===== src/include/led_dim_pkg.sv =====
// constants shared by the backlight dimming and protection controller
// assumes a single 40 MHz clock and comparator flags arriving asynchronously from analog
package led_dim_pkg;

    // --------------------------------------------------------------------
    // clock and boost timing
    // --------------------------------------------------------------------
    localparam int unsigned CLK_HZ = 40_000_000;
    localparam int unsigned CLK_PERIOD_NS = 25;
    localparam int unsigned SW_FREQ_HZ = 600_000;
    // nearest whole cycle count to the nominal switching rate
    localparam int unsigned SW_PERIOD = (CLK_HZ + SW_FREQ_HZ / 2) / SW_FREQ_HZ;
    localparam int unsigned SW_W = 7;
    localparam int unsigned MIN_ON_NS = 100;
    localparam int unsigned MIN_ON_CYC = (MIN_ON_NS + CLK_PERIOD_NS - 1) / CLK_PERIOD_NS;
    localparam logic [SW_W-1:0] SW_LAST = SW_W'(SW_PERIOD - 1);
    localparam logic [SW_W-1:0] MIN_ON_LAST = SW_W'(MIN_ON_CYC - 1);

    // --------------------------------------------------------------------
    // dimming
    // --------------------------------------------------------------------
    localparam int unsigned DUTY_W = 10;
    localparam logic [DUTY_W-1:0] DUTY_MAX = 10'h3ff;
    localparam logic [DUTY_W-1:0] DUTY_TRANSFER = 10'h100;
    // 0.2 % of full scale is about two codes
    localparam logic [DUTY_W-1:0] DUTY_HYST = 10'h002;
    localparam logic [DUTY_W-1:0] DUTY_QUARTER = 10'h100;
    localparam int unsigned MEAS_W = 20;
    localparam logic [MEAS_W-1:0] MEAS_MAX = 20'hfffff;
    localparam int unsigned QUO_W = DUTY_W + 1;
    localparam logic [3:0] QUO_TOP = 4'ha;
    localparam int unsigned DIM_OUT_HZ = 26_500;
    localparam int unsigned DIM_PERIOD = CLK_HZ / DIM_OUT_HZ;
    localparam int unsigned DIM_W = 11;
    localparam logic [DIM_W-1:0] DIM_LAST = DIM_W'(DIM_PERIOD - 1);

    // --------------------------------------------------------------------
    // protection and start-up
    // --------------------------------------------------------------------
    localparam int unsigned STRINGS = 6;
    localparam int unsigned FAULT_TIME_US = 3200;
    localparam int unsigned FAULT_TICKS = FAULT_TIME_US * (SW_FREQ_HZ / 1000) / 1000;
    localparam int unsigned FAULT_W = 12;
    localparam int unsigned SS_W = 8;
    localparam logic [SS_W-1:0] SS_MAX = 8'hff;
    localparam int unsigned SS_STEP_TICKS = 4;
    localparam int unsigned SS_DIV_W = 8;
    localparam int unsigned N_ASYNC = 9 + 2 * STRINGS;

    typedef enum logic [5:0] {
        ST_OFF     = 6'h01,
        ST_CHECK   = 6'h02,
        ST_SOFT    = 6'h04,
        ST_RUN     = 6'h08,
        ST_OVP     = 6'h10,
        ST_THERMAL = 6'h20
    } ctrl_state_e;

endpackage : led_dim_pkg


===== src/design/led_backlight_dim_protect_ctrl.sv =====
// backlight boost controller: dimming mode select, dim regeneration, start-up, boost timing, faults
// assumes all flag inputs are asynchronous comparator or pin levels; analog loop lives outside
`timescale 1ns/10ps

// Function
// - duty at or above quarter: analog dimming, amplitude equals full scale times duty
// - duty below quarter: amplitude a quarter, string duty four times input duty
// - low-duty string waveform regenerated between 23.5 and 29.5 kHz
// - after enable, no switching while output sense below short threshold
// - start only when lockout and over-temperature clear, through soft-start
// - whole block held off while internal supply below lockout threshold
// - enable and dimming inputs read low when undriven
// - fixed 600 kHz boost period, switch turned on each cycle start except skipped cycles at light load
// - switch on-time never below minimum on-time; code cuts a pulse short as soon as switching_active falls
// - switch off once peak-current comparator trips
// - light load: one minimum pulse, then off until boost needed again
// - feedback uses only active strings, marked-off strings excluded
// - six independent sinks each switched by the dimming logic
// - string over-voltage timer nominally 3.2 ms counted in switching cycles
// - persisting string over-voltage disables string; restored once condition clears
// - output over-voltage stops switching until sense falls below recovery
// - at output over-voltage mark off low strings; restore on reconnect
// - over-temperature shuts down, resumes automatically once clear
module led_backlight_dim_protect_ctrl #(
    parameter int unsigned FAULT_TICKS = led_dim_pkg::FAULT_TICKS,
    parameter int unsigned SS_STEP_TICKS = led_dim_pkg::SS_STEP_TICKS
) (
    // clock and reset
    input wire logic clk,
    input wire logic reset,
    // host pins
    input wire logic enable_pin,
    input wire logic dim_pin,
    // supply and thermal flags
    input wire logic supply_ok,
    input wire logic over_temp,
    // output voltage sense comparators
    input wire logic output_above_short,
    input wire logic output_overvoltage_sense,
    input wire logic output_recovered,
    // boost loop comparators
    input wire logic peak_current_trip,
    input wire logic light_load,
    // string sink pin comparators
    input wire logic [led_dim_pkg::STRINGS-1:0] string_high,
    input wire logic [led_dim_pkg::STRINGS-1:0] string_low,
    // boost switch
    output logic power_switch_on,
    // string sinks and feedback selection
    output logic [led_dim_pkg::STRINGS-1:0] string_sink_on,
    output logic [led_dim_pkg::STRINGS-1:0] feedback_select,
    output logic [led_dim_pkg::DUTY_W-1:0] current_amplitude,
    // status
    output logic analog_dimming,
    output logic [led_dim_pkg::SS_W-1:0] softstart_ref,
    output logic switching_active,
    output logic [led_dim_pkg::STRINGS-1:0] string_shorted,
    output logic [led_dim_pkg::STRINGS-1:0] string_marked_off
);

    // --------------------------------------------------------------------
    // input synchronisers
    // --------------------------------------------------------------------
    localparam int unsigned NA = led_dim_pkg::N_ASYNC;
    logic [NA-1:0] raw_in;
    logic [NA-1:0] sync1;
    logic [NA-1:0] sync2;
    logic [NA-1:0] sync3;
    logic [NA-1:0] filt;

    assign raw_in = {string_low, string_high, light_load, peak_current_trip, output_recovered,
                     output_overvoltage_sense, output_above_short, over_temp, supply_ok, dim_pin, enable_pin};

    always_ff @(posedge clk) begin
        sync1 <= raw_in;
        sync2 <= sync1;
        sync3 <= sync2;
    end

    // cleared filter reads both host pins as low until a driven level gets through
    always_ff @(posedge clk) begin
        if (reset) begin
            filt <= '0;
        end else begin
            filt <= (sync2 & sync3) | (filt & (sync2 | sync3));
        end
    end

    logic en_s, dim_s, supply_s, hot_s, above_short_s, ovp_s, recovered_s, peak_s, light_s;
    logic [led_dim_pkg::STRINGS-1:0] str_high_s, str_low_s;
    assign {str_low_s, str_high_s, light_s, peak_s, recovered_s, ovp_s, above_short_s, hot_s, supply_s, dim_s, en_s} =
        filt;

    // --------------------------------------------------------------------
    // input duty measurement
    // --------------------------------------------------------------------
    logic dim_prev;
    logic period_seen;
    logic [led_dim_pkg::MEAS_W-1:0] per_cnt;
    logic [led_dim_pkg::MEAS_W-1:0] high_cnt;
    logic [led_dim_pkg::MEAS_W-1:0] lat_high;
    logic [led_dim_pkg::MEAS_W-1:0] lat_per;
    logic meas_go;
    logic dim_rise;
    logic stale;
    localparam logic [led_dim_pkg::MEAS_W-1:0] MEAS_ONE = 20'h00001;

    assign dim_rise = dim_s & ~dim_prev;
    // a static input never produces an edge, so a saturated period reports its level
    assign stale = (per_cnt == led_dim_pkg::MEAS_MAX);

    always_ff @(posedge clk) begin
        if (reset) begin
            dim_prev <= 1'b0;
            period_seen <= 1'b0;
            per_cnt <= '0;
            high_cnt <= '0;
            lat_high <= '0;
            lat_per <= '0;
            meas_go <= 1'b0;
        end else begin
            dim_prev <= dim_s;
            meas_go <= 1'b0;
            if (dim_rise || stale) begin
                period_seen <= 1'b1;
                meas_go <= period_seen || stale;
                lat_high <= dim_rise ? high_cnt : (dim_s ? led_dim_pkg::MEAS_MAX : '0);
                lat_per <= dim_rise ? per_cnt : led_dim_pkg::MEAS_MAX;
                per_cnt <= MEAS_ONE;
                high_cnt <= dim_s ? MEAS_ONE : '0;
            end else begin
                per_cnt <= per_cnt + MEAS_ONE;
                high_cnt <= high_cnt + (dim_s ? MEAS_ONE : '0);
            end
        end
    end

    // restoring divider: duty = high * 1024 / period, one quotient bit per clock
    localparam int unsigned REM_W = led_dim_pkg::MEAS_W + led_dim_pkg::DUTY_W + 1;
    logic div_busy;
    logic div_done;
    logic [3:0] div_bit;
    logic [REM_W-1:0] div_rem;
    logic [led_dim_pkg::MEAS_W-1:0] div_den;
    logic [led_dim_pkg::QUO_W-1:0] div_q;
    logic [REM_W-1:0] den_shift;
    assign den_shift = REM_W'(div_den) << div_bit;

    always_ff @(posedge clk) begin
        if (reset) begin
            div_busy <= 1'b0;
            div_done <= 1'b0;
            div_bit <= '0;
            div_rem <= '0;
            div_den <= '0;
            div_q <= '0;
        end else begin
            div_done <= 1'b0;
            if (meas_go && !div_busy) begin
                div_busy <= 1'b1;
                div_bit <= led_dim_pkg::QUO_TOP;
                div_rem <= {1'b0, lat_high, {led_dim_pkg::DUTY_W{1'b0}}};
                div_den <= lat_per;
                div_q <= '0;
            end else if (div_busy) begin
                if (div_rem >= den_shift) begin
                    div_rem <= div_rem - den_shift;
                    div_q[div_bit] <= 1'b1;
                end
                div_bit <= div_bit - 4'h1;
                if (div_bit == 4'h0) begin
                    div_busy <= 1'b0;
                    div_done <= 1'b1;
                end
            end
        end
    end

    // --------------------------------------------------------------------
    // dimming mode, amplitude and regenerated string waveform
    // --------------------------------------------------------------------
    logic [led_dim_pkg::DUTY_W-1:0] duty;
    logic [led_dim_pkg::DUTY_W-1:0] next_duty;
    logic [led_dim_pkg::DIM_W-1:0] dim_cnt;
    logic [led_dim_pkg::DIM_W-1:0] dim_on_cycles;
    logic dim_wave;
    localparam int unsigned DIM_ON_W = led_dim_pkg::DIM_W;
    localparam logic [led_dim_pkg::DIM_W-1:0] DIM_ONE = 11'h001;

    assign next_duty = div_q[led_dim_pkg::DUTY_W] ? led_dim_pkg::DUTY_MAX : div_q[led_dim_pkg::DUTY_W-1:0];

    always_ff @(posedge clk) begin
        if (reset) begin
            duty <= '0;
            analog_dimming <= 1'b0;
            dim_on_cycles <= '0;
        end else if (div_done) begin
            duty <= next_duty;
            if (next_duty >= led_dim_pkg::DUTY_TRANSFER) begin
                analog_dimming <= 1'b1;
            end else if (next_duty < led_dim_pkg::DUTY_TRANSFER - led_dim_pkg::DUTY_HYST) begin
                analog_dimming <= 1'b0;
            end
            // on-time of four times the input duty within one output period
            dim_on_cycles <= DIM_ON_W'((32'(next_duty) * 32'(4 * led_dim_pkg::DIM_PERIOD)) >> led_dim_pkg::DUTY_W);
        end
    end

    always_ff @(posedge clk) begin
        if (reset) begin
            dim_cnt <= '0;
        end else if (dim_cnt == led_dim_pkg::DIM_LAST) begin
            dim_cnt <= '0;
        end else begin
            dim_cnt <= dim_cnt + DIM_ONE;
        end
    end

    assign dim_wave = analog_dimming | (dim_cnt < dim_on_cycles);

    always_ff @(posedge clk) begin
        if (reset) begin
            current_amplitude <= '0;
        end else begin
            current_amplitude <= analog_dimming ? duty : led_dim_pkg::DUTY_QUARTER;
        end
    end

    // --------------------------------------------------------------------
    // start-up and protection sequencer
    // --------------------------------------------------------------------
    led_dim_pkg::ctrl_state_e state;
    led_dim_pkg::ctrl_state_e next_state;
    logic chip_on;
    logic ss_done;
    logic sw_tick;
    assign chip_on = en_s & supply_s;

    always_comb begin
        next_state = state;
        case (state)
            led_dim_pkg::ST_OFF: begin
                next_state = led_dim_pkg::ST_CHECK;
            end
            led_dim_pkg::ST_CHECK: begin
                if (hot_s) begin
                    next_state = led_dim_pkg::ST_THERMAL;
                end else if (above_short_s && supply_s) begin
                    next_state = led_dim_pkg::ST_SOFT;
                end
            end
            led_dim_pkg::ST_SOFT, led_dim_pkg::ST_RUN: begin
                if (hot_s) begin
                    next_state = led_dim_pkg::ST_THERMAL;
                end else if (ovp_s) begin
                    next_state = led_dim_pkg::ST_OVP;
                end else if (state == led_dim_pkg::ST_SOFT && ss_done) begin
                    next_state = led_dim_pkg::ST_RUN;
                end
            end
            led_dim_pkg::ST_OVP: begin
                if (hot_s) begin
                    next_state = led_dim_pkg::ST_THERMAL;
                end else if (recovered_s && !ovp_s) begin
                    next_state = led_dim_pkg::ST_RUN;
                end
            end
            led_dim_pkg::ST_THERMAL: begin
                if (!hot_s) begin
                    next_state = led_dim_pkg::ST_CHECK;
                end
            end
            default: begin
                next_state = led_dim_pkg::ST_OFF;
            end
        endcase
        if (!chip_on) begin
            next_state = led_dim_pkg::ST_OFF;
        end
    end

    always_ff @(posedge clk) begin
        if (reset) begin
            state <= led_dim_pkg::ST_OFF;
        end else begin
            state <= next_state;
        end
    end

    // soft-start ramp, one step every few switching cycles
    localparam int unsigned SS_DIV_W = led_dim_pkg::SS_DIV_W;
    localparam logic [led_dim_pkg::SS_W-1:0] SS_ONE = 8'h01;
    localparam logic [SS_DIV_W-1:0] SS_DIV_ONE = 8'h01;
    logic [led_dim_pkg::SS_DIV_W-1:0] ss_div;
    assign ss_done = (softstart_ref == led_dim_pkg::SS_MAX);

    always_ff @(posedge clk) begin
        if (reset || state == led_dim_pkg::ST_OFF || state == led_dim_pkg::ST_CHECK
                || state == led_dim_pkg::ST_THERMAL) begin
            softstart_ref <= '0;
            ss_div <= '0;
        end else if (state == led_dim_pkg::ST_SOFT && sw_tick && !ss_done) begin
            if (ss_div == SS_DIV_W'(SS_STEP_TICKS - 1)) begin
                ss_div <= '0;
                softstart_ref <= softstart_ref + SS_ONE;
            end else begin
                ss_div <= ss_div + SS_DIV_ONE;
            end
        end
    end

    // --------------------------------------------------------------------
    // boost switch timing
    // --------------------------------------------------------------------
    logic [led_dim_pkg::SW_W-1:0] sw_cnt;
    logic [led_dim_pkg::SW_W-1:0] on_cnt;
    logic skipping;
    logic min_pulse;
    localparam logic [led_dim_pkg::SW_W-1:0] SW_ONE = 7'h01;

    assign sw_tick = (sw_cnt == led_dim_pkg::SW_LAST);
    assign switching_active = (state == led_dim_pkg::ST_SOFT) || (state == led_dim_pkg::ST_RUN);

    always_ff @(posedge clk) begin
        if (reset || sw_tick) begin
            sw_cnt <= '0;
        end else begin
            sw_cnt <= sw_cnt + SW_ONE;
        end
    end

    // comparator flags pass the synchroniser and filter, so turn-off lags the trip by about five clocks
    always_ff @(posedge clk) begin
        if (reset || !switching_active) begin
            power_switch_on <= 1'b0;
            on_cnt <= '0;
            skipping <= 1'b0;
            min_pulse <= 1'b0;
        end else if (sw_tick) begin
            on_cnt <= '0;
            min_pulse <= light_s;
            skipping <= light_s;
            power_switch_on <= !(light_s && skipping);
        end else if (power_switch_on) begin
            on_cnt <= on_cnt + SW_ONE;
            if (on_cnt >= led_dim_pkg::MIN_ON_LAST && (min_pulse || peak_s)) begin
                power_switch_on <= 1'b0;
            end
        end
    end

    // --------------------------------------------------------------------
    // per-string fault handling and sinks
    // --------------------------------------------------------------------
    logic ovp_entry;
    logic sinks_enabled;
    localparam int unsigned FAULT_W = led_dim_pkg::FAULT_W;
    localparam logic [led_dim_pkg::FAULT_W-1:0] FAULT_ONE = 12'h001;
    assign ovp_entry = switching_active && next_state == led_dim_pkg::ST_OVP;
    assign sinks_enabled = switching_active || state == led_dim_pkg::ST_OVP;

    genvar gi;
    generate
        for (gi = 0; gi < led_dim_pkg::STRINGS; gi++) begin : g_string
            logic [led_dim_pkg::FAULT_W-1:0] short_cnt;
            logic active;
            assign active = !string_shorted[gi] && !string_marked_off[gi];

            always_ff @(posedge clk) begin
                if (reset || state == led_dim_pkg::ST_OFF || !str_high_s[gi]) begin
                    short_cnt <= '0;
                    string_shorted[gi] <= 1'b0;
                end else if (short_cnt == FAULT_W'(FAULT_TICKS)) begin
                    string_shorted[gi] <= 1'b1;
                end else if (sw_tick) begin
                    short_cnt <= short_cnt + FAULT_ONE;
                end
            end

            // marking wins over the reconnect clear in the same cycle
            always_ff @(posedge clk) begin
                if (reset || state == led_dim_pkg::ST_OFF) begin
                    string_marked_off[gi] <= 1'b0;
                end else if (ovp_entry && str_low_s[gi]) begin
                    string_marked_off[gi] <= 1'b1;
                end else if (!str_low_s[gi]) begin
                    string_marked_off[gi] <= 1'b0;
                end
            end

            always_ff @(posedge clk) begin
                if (reset) begin
                    string_sink_on[gi] <= 1'b0;
                    feedback_select[gi] <= 1'b0;
                end else begin
                    string_sink_on[gi] <= active && dim_wave && sinks_enabled;
                    feedback_select[gi] <= active && sinks_enabled;
                end
            end
        end
    endgenerate

endmodule : led_backlight_dim_protect_ctrl


===== config.mk =====
export PLATFORM = sky130hd
export DESIGN_NAME = led_backlight_dim_protect_ctrl
export DESIGN_NICKNAME = d
export VERILOG_FILES = /design/src/include/led_dim_pkg.sv /design/src/design/led_backlight_dim_protect_ctrl.sv
export SDC_FILE = /design/constraint.sdc
export NUM_CORES = 1
export LEC_CHECK = 0
export BUFFER_PORTS_ARGS = -buffer_cell sky130_fd_sc_hd__buf_2
export CAP_MARGIN = 20
export CORE_ASPECT_RATIO = 1.25
export CORE_UTILIZATION = 35
export CTS_BUF_LIST = sky130_fd_sc_hd__clkbuf_4
export DETAILED_ROUTE_END_ITERATION = 6
export PLACE_DENSITY = 0.55
export SYNTH_ARGS = -nofsm -noshare
export SYNTH_HDL_FRONTEND = slang
export SYNTH_SLANG_ARGS = --single-unit

===== constraint.sdc =====
create_clock -name clk -period 4.89 [get_ports clk]
set_input_delay 0.7335 -clock clk [delete_from_list [all_inputs] [get_ports clk]]
set_output_delay 0.7335 -clock clk [all_outputs]
set_load 0.05 [all_outputs]

Yosys cells after proc, flatten, opt, wreduce, memory -nomap -nowiden
Index checks and enable logic that the tools add are counted.
- add/subtract/negate cells: 15
- $mul: 1
- $lt $le $gt $ge: 7
- equality and inequality tests: 24
- shift operators: 1
- multiplexer cells: 47
- bitwise gates (word level): 18
- reductions and logical operators: 101
- operators by type and width (cell ; number):
    $mux 30 ; 3
    $mux 20 ; 4
    $add 12x1->12 const B ; 6
    $eq 12x11->1 const B ; 6
    $mux 6 ; 9
    $and 21x21->21 ; 2
    $or 21x21->21 ; 2
    $logic_and 1x1->1 ; 40
    $ge 31x31->1 ; 1
    $shl 20x4->31 ; 1
    $sub 31x31->31 ; 1
    $pmux 6 s5 ; 1
    $mux 1 ; 24
    $logic_not 1->1 ; 23
    $add 20x1->20 ; 1
    $add 20x1->20 const B ; 1
    $eq 20x20->1 const B ; 1
    $reduce_and 2->1 ; 10
    $mul 10x11->19 const B ; 1
    $add 8x1->8 const B ; 2
    $logic_or 1x1->1 ; 16
    $add 7x1->7 const B ; 2
    $reduce_or 2->1 ; 7
    $eq 6x5->1 const B ; 2
    30 further kinds ; 48
- register bits after elaboration: 412
- bits of input ports: 23
- output and inout bits: 45

Depth between registers and ports, before layout
Gate-level depths: netlist of run 1.
- depth after elaboration: 11
- mapped depth: 20
- depth with buffers taken out: 19

Worst setup path before layout of run 1
Ideal clock, no wire load.
- path kind: register to register
- start point: reg div_q[10] in the netlist's numbering
- end point: reg dim_on_cycles[10] in the netlist's numbering
- library setup time: 0.122 ns
- arrival: 4.811 ns
- required time: 4.768 ns
- path slack: -0.043 ns
- cell stages (with the launch flop): 20
- clock period less this slack: 4.933 ns
- path through: dfxtp_1 > clkbuf_1 > or2_2 > ha_1 > inv_1 > fa_1 > inv_1 > fa_1 > fa_1 > inv_1 > fa_1 > inv_1 > ha_1 > a21o_1 > a41oi_1 > o21ai_0 > o41ai_1 > o21bai_1 > xnor2_1 > o21ai_0
- longest elaborated chain between the ends: 2
- RTL lines (item ; RTL line ; RTL):
    start: declaration ; led_backlight_dim_protect_ctrl.sv:145 ; logic [led_dim_pkg::QUO_W-1:0] div_q;
    start signal: assignment ; led_backlight_dim_protect_ctrl.sv:156 ; div_q <= '0;
    start signal: assignment ; led_backlight_dim_protect_ctrl.sv:164 ; div_q <= '0;
    start signal: indexed assignment ; led_backlight_dim_protect_ctrl.sv:168 ; div_q[div_bit] <= 1'b1;
    $mux 10 ; led_backlight_dim_protect_ctrl.sv:190 ; assign next_duty = div_q[led_dim_pkg::DUTY_W] ? led_dim_pkg::DUTY_MAX : div_q[led_dim_pkg::DUTY_W-1:0];
    named net next_duty (one bit) ; led_backlight_dim_protect_ctrl.sv:183 ; logic [led_dim_pkg::DUTY_W-1:0] next_duty;
    $mul 10x11->19 ; led_backlight_dim_protect_ctrl.sv:205 ; dim_on_cycles <= DIM_ON_W'((32'(next_duty) * 32'(4 * led_dim_pkg::DIM_PERIOD)) >> led_dim_pkg::DUTY_W);
    end signal: assignment ; led_backlight_dim_protect_ctrl.sv:205 ;
    end: declaration ; led_backlight_dim_protect_ctrl.sv:185 ; logic [led_dim_pkg::DIM_W-1:0] dim_on_cycles;
The timed path passes the listed nets, and every way through them passes these cells.
A chain may end at the register's enable or synchronous reset.

Worst setup path in the final report of run 1
Same ends and word-level chain as after synthesis.

==> results of run 1 <==
==> area by class of cell <==
type                       count  area share (%)
multi-input combinational   1662            47.8
sequential                   412            36.3
clock buffer                 157            5.19
tap                          742            4.09
timing repair buffer         130            3.91
inverter                     107            1.77
clock inverter                31           0.860
antenna                        2          0.0220
==> power by group through the flow <==
stage / Clock, mW / Combinational (mW) / Sequential (mW)
after floorplan: 0 / 0.321 / 3.52
after global placement: 0 / 0.430 / 3.53
after detailed placement: 0 / 0.435 / 3.54
after CTS: 3.15 / 0.451 / 3.46
after global routing: 3.32 / 0.498 / 3.47
final: 2.99 / 0.452 / 3.46
==> critical path, delay by kind of cell, from the launching register on <==
family                   cells  cell delay, ns
adder cells (fa/ha/maj)      6            2.46
AO/OA/AOI/OAI                6            1.10
flip-flops                   1            0.35
AND/OR/NAND/NOR              1            0.32
buffers and inverters        3            0.25
XOR/XNOR                     1            0.13
==> layer usage <==
| layer | GRT usage, % | vias up |
|---|---|---|
| li1 | - | 8175 |
| met1 | 18.6 | 7459 |
| met2 | 28.4 | 312 |
| met3 | 3.15 | 86 |
| met4 | 8.26 | 0 |
| met5 | 0 | - |
==> stage by stage <==
step	instances	utilization, %	worst slack, ns
after floorplan	2279	-	0.0513
after global placement	3029	37.5	0.0519
after detailed placement	3029	37.5	0.0158
after CTS	3238	40.4	0.0335
after global routing	3243	40.5	0.00920
final	3243	40.5	0.233
==> what timing repair did <==
action / 4_1_cts / 5_1_grt
buffers inserted: 0 / 2
hold buffers: 21 / 0
resized for setup: 0 / 13
hold endpoints to repair: 21 / 0
pin swaps: 1 / 6
setup endpoints to repair: 1 / 13
==> synthesized netlist by cell type (7+ instances only) <==
library cell  count
a211oi_1         23
a21boi_0          9
a21o_1           26
a21oi_1         130
a22oi_1           7
a31oi_1           8
a32o_1           10
and2_1           23
and3_1           16
and4_1            7
clkbuf_1         84
dfxtp_1         412
fa_1             27
ha_1            124
inv_1           106
mux2i_1          39
nand2_1         218
nand2b_1         15
nand3_1          67
nand4_1          53
nor2_1          334
nor2b_1          19
nor3_1           68
nor4b_1          10
o21ai_0         111
o21bai_1          7
or2_2            13
or3_1            22
xnor2_1          84
xor2_1           82
==> kinds of logic after synthesis <==
| group | share of synthesized area (%) |
|---|---|
| xor+xnor | 7.32 |
| fa+ha+maj | 10.5 |
| flops | 41.6 |
| compound gates | 12.6 |
| mux | 2.99 |
| simple gates | 21.0 |
| buf+inv | 3.99 |
==> flip-flops by register name, indices dropped and copies added (netlist names), 20 cells and up <==
signal and flops:
g_string.short_cnt 72, div_rem 31, filt 21, sync1 21, sync2 21, sync3 21, div_den 20, high_cnt 20
lat_high 20, lat_per 20, per_cnt 20
==> worst max path at each step <==
stage / slack (ns) / to / from
after floorplan: 0.05 / dim_on_cycles[10] / div_q[10]
after CTS: 0.03 / dim_on_cycles[10] / div_q[10]
after global placement: 0.05 / dim_on_cycles[10] / div_q[10]
final: 0.23 / dim_on_cycles[10] / div_q[10]
after global routing: 0.009 / dim_on_cycles[8] / div_q[10]
after detailed placement: 0.02 / dim_on_cycles[10] / div_q[10]
==> metrics.txt, run 1 <==
PwrDens=about 300 mW/mm^2; sw power=1.73 mW; Top Metal Used=met4; synth-to-layout area growth=14.4%; number of vias per cell=4.94; slowest cell on the critical path=fa_1; first-pass GRT wire length=77.0 mm; row cnt=97; PortBufs=67; syn avg cell area=8.71 sq um; FF-to-FF setup slack=0.23 ns; Synth Register Bits=about 410; Worst Max-Slew Pin Slew=between 0.9 and 1 ns; Max IR drop VDD=roughly 0.00022 V; largest net degree at the start of global routing=~80; Initial Util=a little over a third; CTS Root Cell=clkbuf_4; Seq pwr share=50.1%; worst-path cell chain=buf_12 > or2_2 > ha_1 > inv_1 > fa_1 > fa_1 > fa_1 > inv_1 > ha_1 > ha_1 > a21o_1 > a41oi_2 > o21ai_2 > o41ai_4 > o21bai_1 > xnor2_1 > o21ai_0; Max Fanout on Critical Path=9; per-cell routed wire length=approximately 14 um; Worst Path Required=5.66 ns; Post-synth top flop=dfxtp_1; Synth area leader=dfxtp_1; warnings from Yosys=0; worst r2r src=div_q[10]; mapped cell area=around 0.020 sq mm; Pwr Total=6.90 mW; P_int=a little over 5 mW; Syn Nets=between 2k and 2.5k; Final Net Count=between 2k and 3k; DP Area=between 0.02 and 0.025 sq mm; Hold Path Depth=0; clock power share=43.3%; max-cap violations=0; Hold Crit Class=reg2reg; met1 WL=20.0 mm; grt ovf=0; post-synth top area share=41.6%; Final Critical Period=between 4 and 5 ns; vias in the first global route=around 16k; Final ANT Viol Nets=0; sequential fraction of the synthesis area=around two fifths; routed vias=16.0k; Die W=215 um; Setup crit start kind=flop; unrepaired setup endpoints after global routing=false; Multi-input gate area=0.0109 sq mm; Netlist cell types=75; DR WL met3=around 1.9 mm; Die Area=0.0577 sq mm; kind of critical path=reg2reg; worst flop-to-flop path endpoint=dim_on_cycles[10]; hold path startpoint=sync1[15]; Final Setup Violations=0; Final Hold Viols=0; number of synthesized flops with an enable pin=0; reg2reg path depth=17; H-tree lvl count=3; fin area=around 0.023 sq mm; synth top area cells=dfxtp_1 (42%), ha_1 (7.8%), nor2_1 (6.3%); max_slew headroom=38.1%; fillers=approximately 5.7k; DR pass1 iterations=5; Tcrit/Tclk final=95.2%; DR WL met2=22.4 mm; most common cell after layout, fill and taps aside=dfxtp_1; Clock Path Buffers=3; synthesized instance count=2279; I/O pin cnt=68; TritonCTS clock tree=done; setup TNS=0 ns; drt drc=0; Achievable Freq=0.215 GHz; async set or reset register ratio after synthesis=0%; Logic pwr share=6.5%; Routed WL=45.8 mm; P_leak=9.34 nW; CTS Buf Count=105; Min-Delay Endpoint=sync2[15]; Switching Share=25.0%; Register Area=a little over 0.008 sq mm; area of the core=between 0.05 and 0.06 sq mm; Hold WS=0.317 ns; commonest non-fill, non-tap cells in the layout=dfxtp_1 (411), nor2_1 (330), nand2_1 (218), clkbuf_4 (157), a21oi_1 (129); total track usage=approximately 16%; layout cells sized above 1=13.0%; Critical Path AT=5.43 ns; Max stage delay on crit path=0.55 ns; Worst-path clk slew=0.07 ns; hpwl dp=33.0 mm; die height=roughly 270 um; outcome=complete, no violations; Sink Count=412; Slew Limit Fails=0; initial antenna violation count=1; skew final=between 0.07 and 0.08 ns; Worst setup EP type=flop; Skew-Pair Late Insertion Delay=0.86 ns; Detailed Route Iter0 Violations=780; GP Congestion=0.872
Note: power is estimated with default switching activity, not from simulation.
==> inputs of run 2 (changes only) <==
--- a/config.mk
+++ b/config.mk
@@ -11,3 +11,3 @@
 export CORE_UTILIZATION = 35
-export CTS_BUF_LIST = sky130_fd_sc_hd__clkbuf_4
+export CTS_BUF_LIST = sky130_fd_sc_hd__clkbuf_8
 export DETAILED_ROUTE_END_ITERATION = 6
==> constraint.sdc (replaced) <==
create_clock -name clk -period 4.89 [get_ports clk]
set_input_delay 0.2445 -clock clk [delete_from_list [all_inputs] [get_ports clk]]
set_output_delay 0.2445 -clock clk [all_outputs]
set_load 0.05 [all_outputs]
==> metrics.txt, run 2 (synthesis gave the netlist of run 1 again) <==
P_leak=9.36 nW; max_slew headroom=34.7%; Skew-Pair Late Insertion Delay=roughly 0.65 ns; Min-Delay Endpoint=sync1[13]; Die Area=roughly 0.058 sq mm; synth-to-layout area growth=15.2%; Sink Count=412; Final Hold Viols=0; total track usage=16.2%; unrepaired setup endpoints after global routing=true; Max IR drop VDD=0.000227 V; largest net degree at the start of global routing=80; worst flop-to-flop path endpoint=dim_on_cycles[10]; CTS Buf Count=70; Detailed Route Iter0 Violations=865; Max Fanout on Critical Path=6; most common cell after layout, fill and taps aside=dfxtp_1; grt ovf=0; Final ANT Viol Nets=0; fin area=between 0.02 and 0.025 sq mm; vias in the first global route=around 16k; TritonCTS clock tree=done; Critical Path AT=5.21 ns; per-cell routed wire length=14.4 um; fillers=around 5.7k; CTS Root Cell=clkbuf_8; Final Net Count=2558; kind of critical path=reg2reg; outcome=complete, no violations; area of the core=0.0561 sq mm; Worst Max-Slew Pin Slew=0.978 ns; hpwl dp=33.0 mm; Biggest register=g_string.short_cnt; Final Setup Violations=0; routed vias=15.9k; I/O pin cnt=68; Worst Path Required=~5.4 ns; Hold Path Depth=2; PwrDens=313 mW/mm^2; Routed WL=45.9 mm; initial antenna violation count=1; FF-to-FF setup slack=0.19 ns; max-cap violations=0; Worst setup EP type=flop; Post-Place Cells=just over 3k; Final Critical Period=4.70 ns; hold path startpoint=string_high[4]; drt drc=0; Achievable Freq=0.213 GHz; Tcrit/Tclk final=96.1%; DR pass1 iterations=5; Die W=between 200 and 250 um; reg2reg path depth=17; Setup crit start kind=flop; skew final=0.0247 ns; PortBufs=67; Hold Crit Class=in2reg; layout cells sized above 1=11.1%; Clock Path Buffers=3; max FFs per register=72; worst r2r src=div_q[10]; first-pass GRT wire length=77.3 mm; Slew Limit Fails=0; row cnt=97; Non-Filler Instances=around 3.2k; DP Area=between 0.02 and 0.025 sq mm; H-tree lvl count=3; die height=268 um; commonest non-fill, non-tap cells in the layout=dfxtp_1 (410), nor2_1 (331), nand2_1 (218), a21oi_1 (129), inv_1 (124); Worst-path clk slew=0.07 ns; GP Congestion=between 0.8 and 0.9; Largest regs=g_string.short_cnt: 72 flops, div_rem: 31 flops; Hold WS=0.231 ns; Initial Util=35.4%; number of vias per cell=4.98
==> run 2: cell type report <==
class | instances | area (sq um) | share of cell area [%]
Clock buffer | 86 | 1180 | 5.18
Clock inverter | 43 | 317 | 1.38
Sequential cell | 412 | 8250 | 36.1
Tap cell | 742 | 928 | 4.06
Multi-Input combinational cell | 1662 | 10900 | 47.6
Timing Repair Buffer | 131 | 898 | 3.93
Antenna cell | 1 | 2.50 | 0.0109
Inverter | 107 | 405 | 1.77
==> run 2: worst max path at each step <==
stage,from,endpoint,slack (ns),depth (start not counted)
after floorplan,div_q[10],dim_on_cycles[10],0.05,19
after global placement,div_q[10],dim_on_cycles[10],0.05,19
after detailed placement,div_q[10],dim_on_cycles[10],0.06,19
after CTS,div_q[10],dim_on_cycles[10],0.009,19
after global routing,div_q[10],dim_on_cycles[10],-0.06,18
final,div_q[10],dim_on_cycles[10],0.19,17
==> run 2: power by group <==
part	internal [mW]	switching, mW
sequential	3.42	0.0419
clock	1.78	1.47
combinational	0.179	0.269
total	5.38	1.78
==> run 2: repair_timing <==
action                                  CTS  global route
setup buffers                             0             3
endpoints found under the setup margin    0             8
endpoints found under the hold margin    22             0
gates resized for setup                   0            18
hold buffers                             22             0
==> run 2: layer usage <==
layer | vias up | global-route usage, % | wire length, um
met5 | - | 0 | 0
li1 | 8071 | - | -
met2 | 304 | 28.3 | 22200
met4 | 0 | 7.88 | 1590
met3 | 96 | 2.87 | 1790
met1 | 7385 | 19.1 | 20400
==> run 2: worst max-delay path, cell delays in order, from the launching register on <==
cell	delay, ns
dfxtp_2	0.34
buf_4	0.16
nor2_1	0.20
inv_1	0.19
ha_1	0.34
inv_1	0.08
fa_1	0.51
fa_1	0.55
inv_1	0.06
fa_1	0.48
ha_1	0.30
ha_1	0.33
o21ai_1	0.16
o21ai_2	0.12
o41ai_4	0.35
o21bai_1	0.14
xnor2_1	0.16
o21ai_0	0.08
==> run 2: through the flow <==
| step | power, mW | setup TNS [ns] | setup slack, ns | util (%) |
|---|---|---|---|---|
| after floorplan | 3.84 | 0 | 0.0513 | - |
| after global placement | 3.96 | 0 | 0.0508 | 37.5 |
| after detailed placement | 3.97 | 0 | 0.0644 | 37.5 |
| after CTS | 7.31 | 0 | 0.00867 | 40.6 |
| after global routing | 7.52 | -0.0557 | -0.0557 | 40.8 |
| final | 7.16 | 0 | 0.191 | 40.8 |
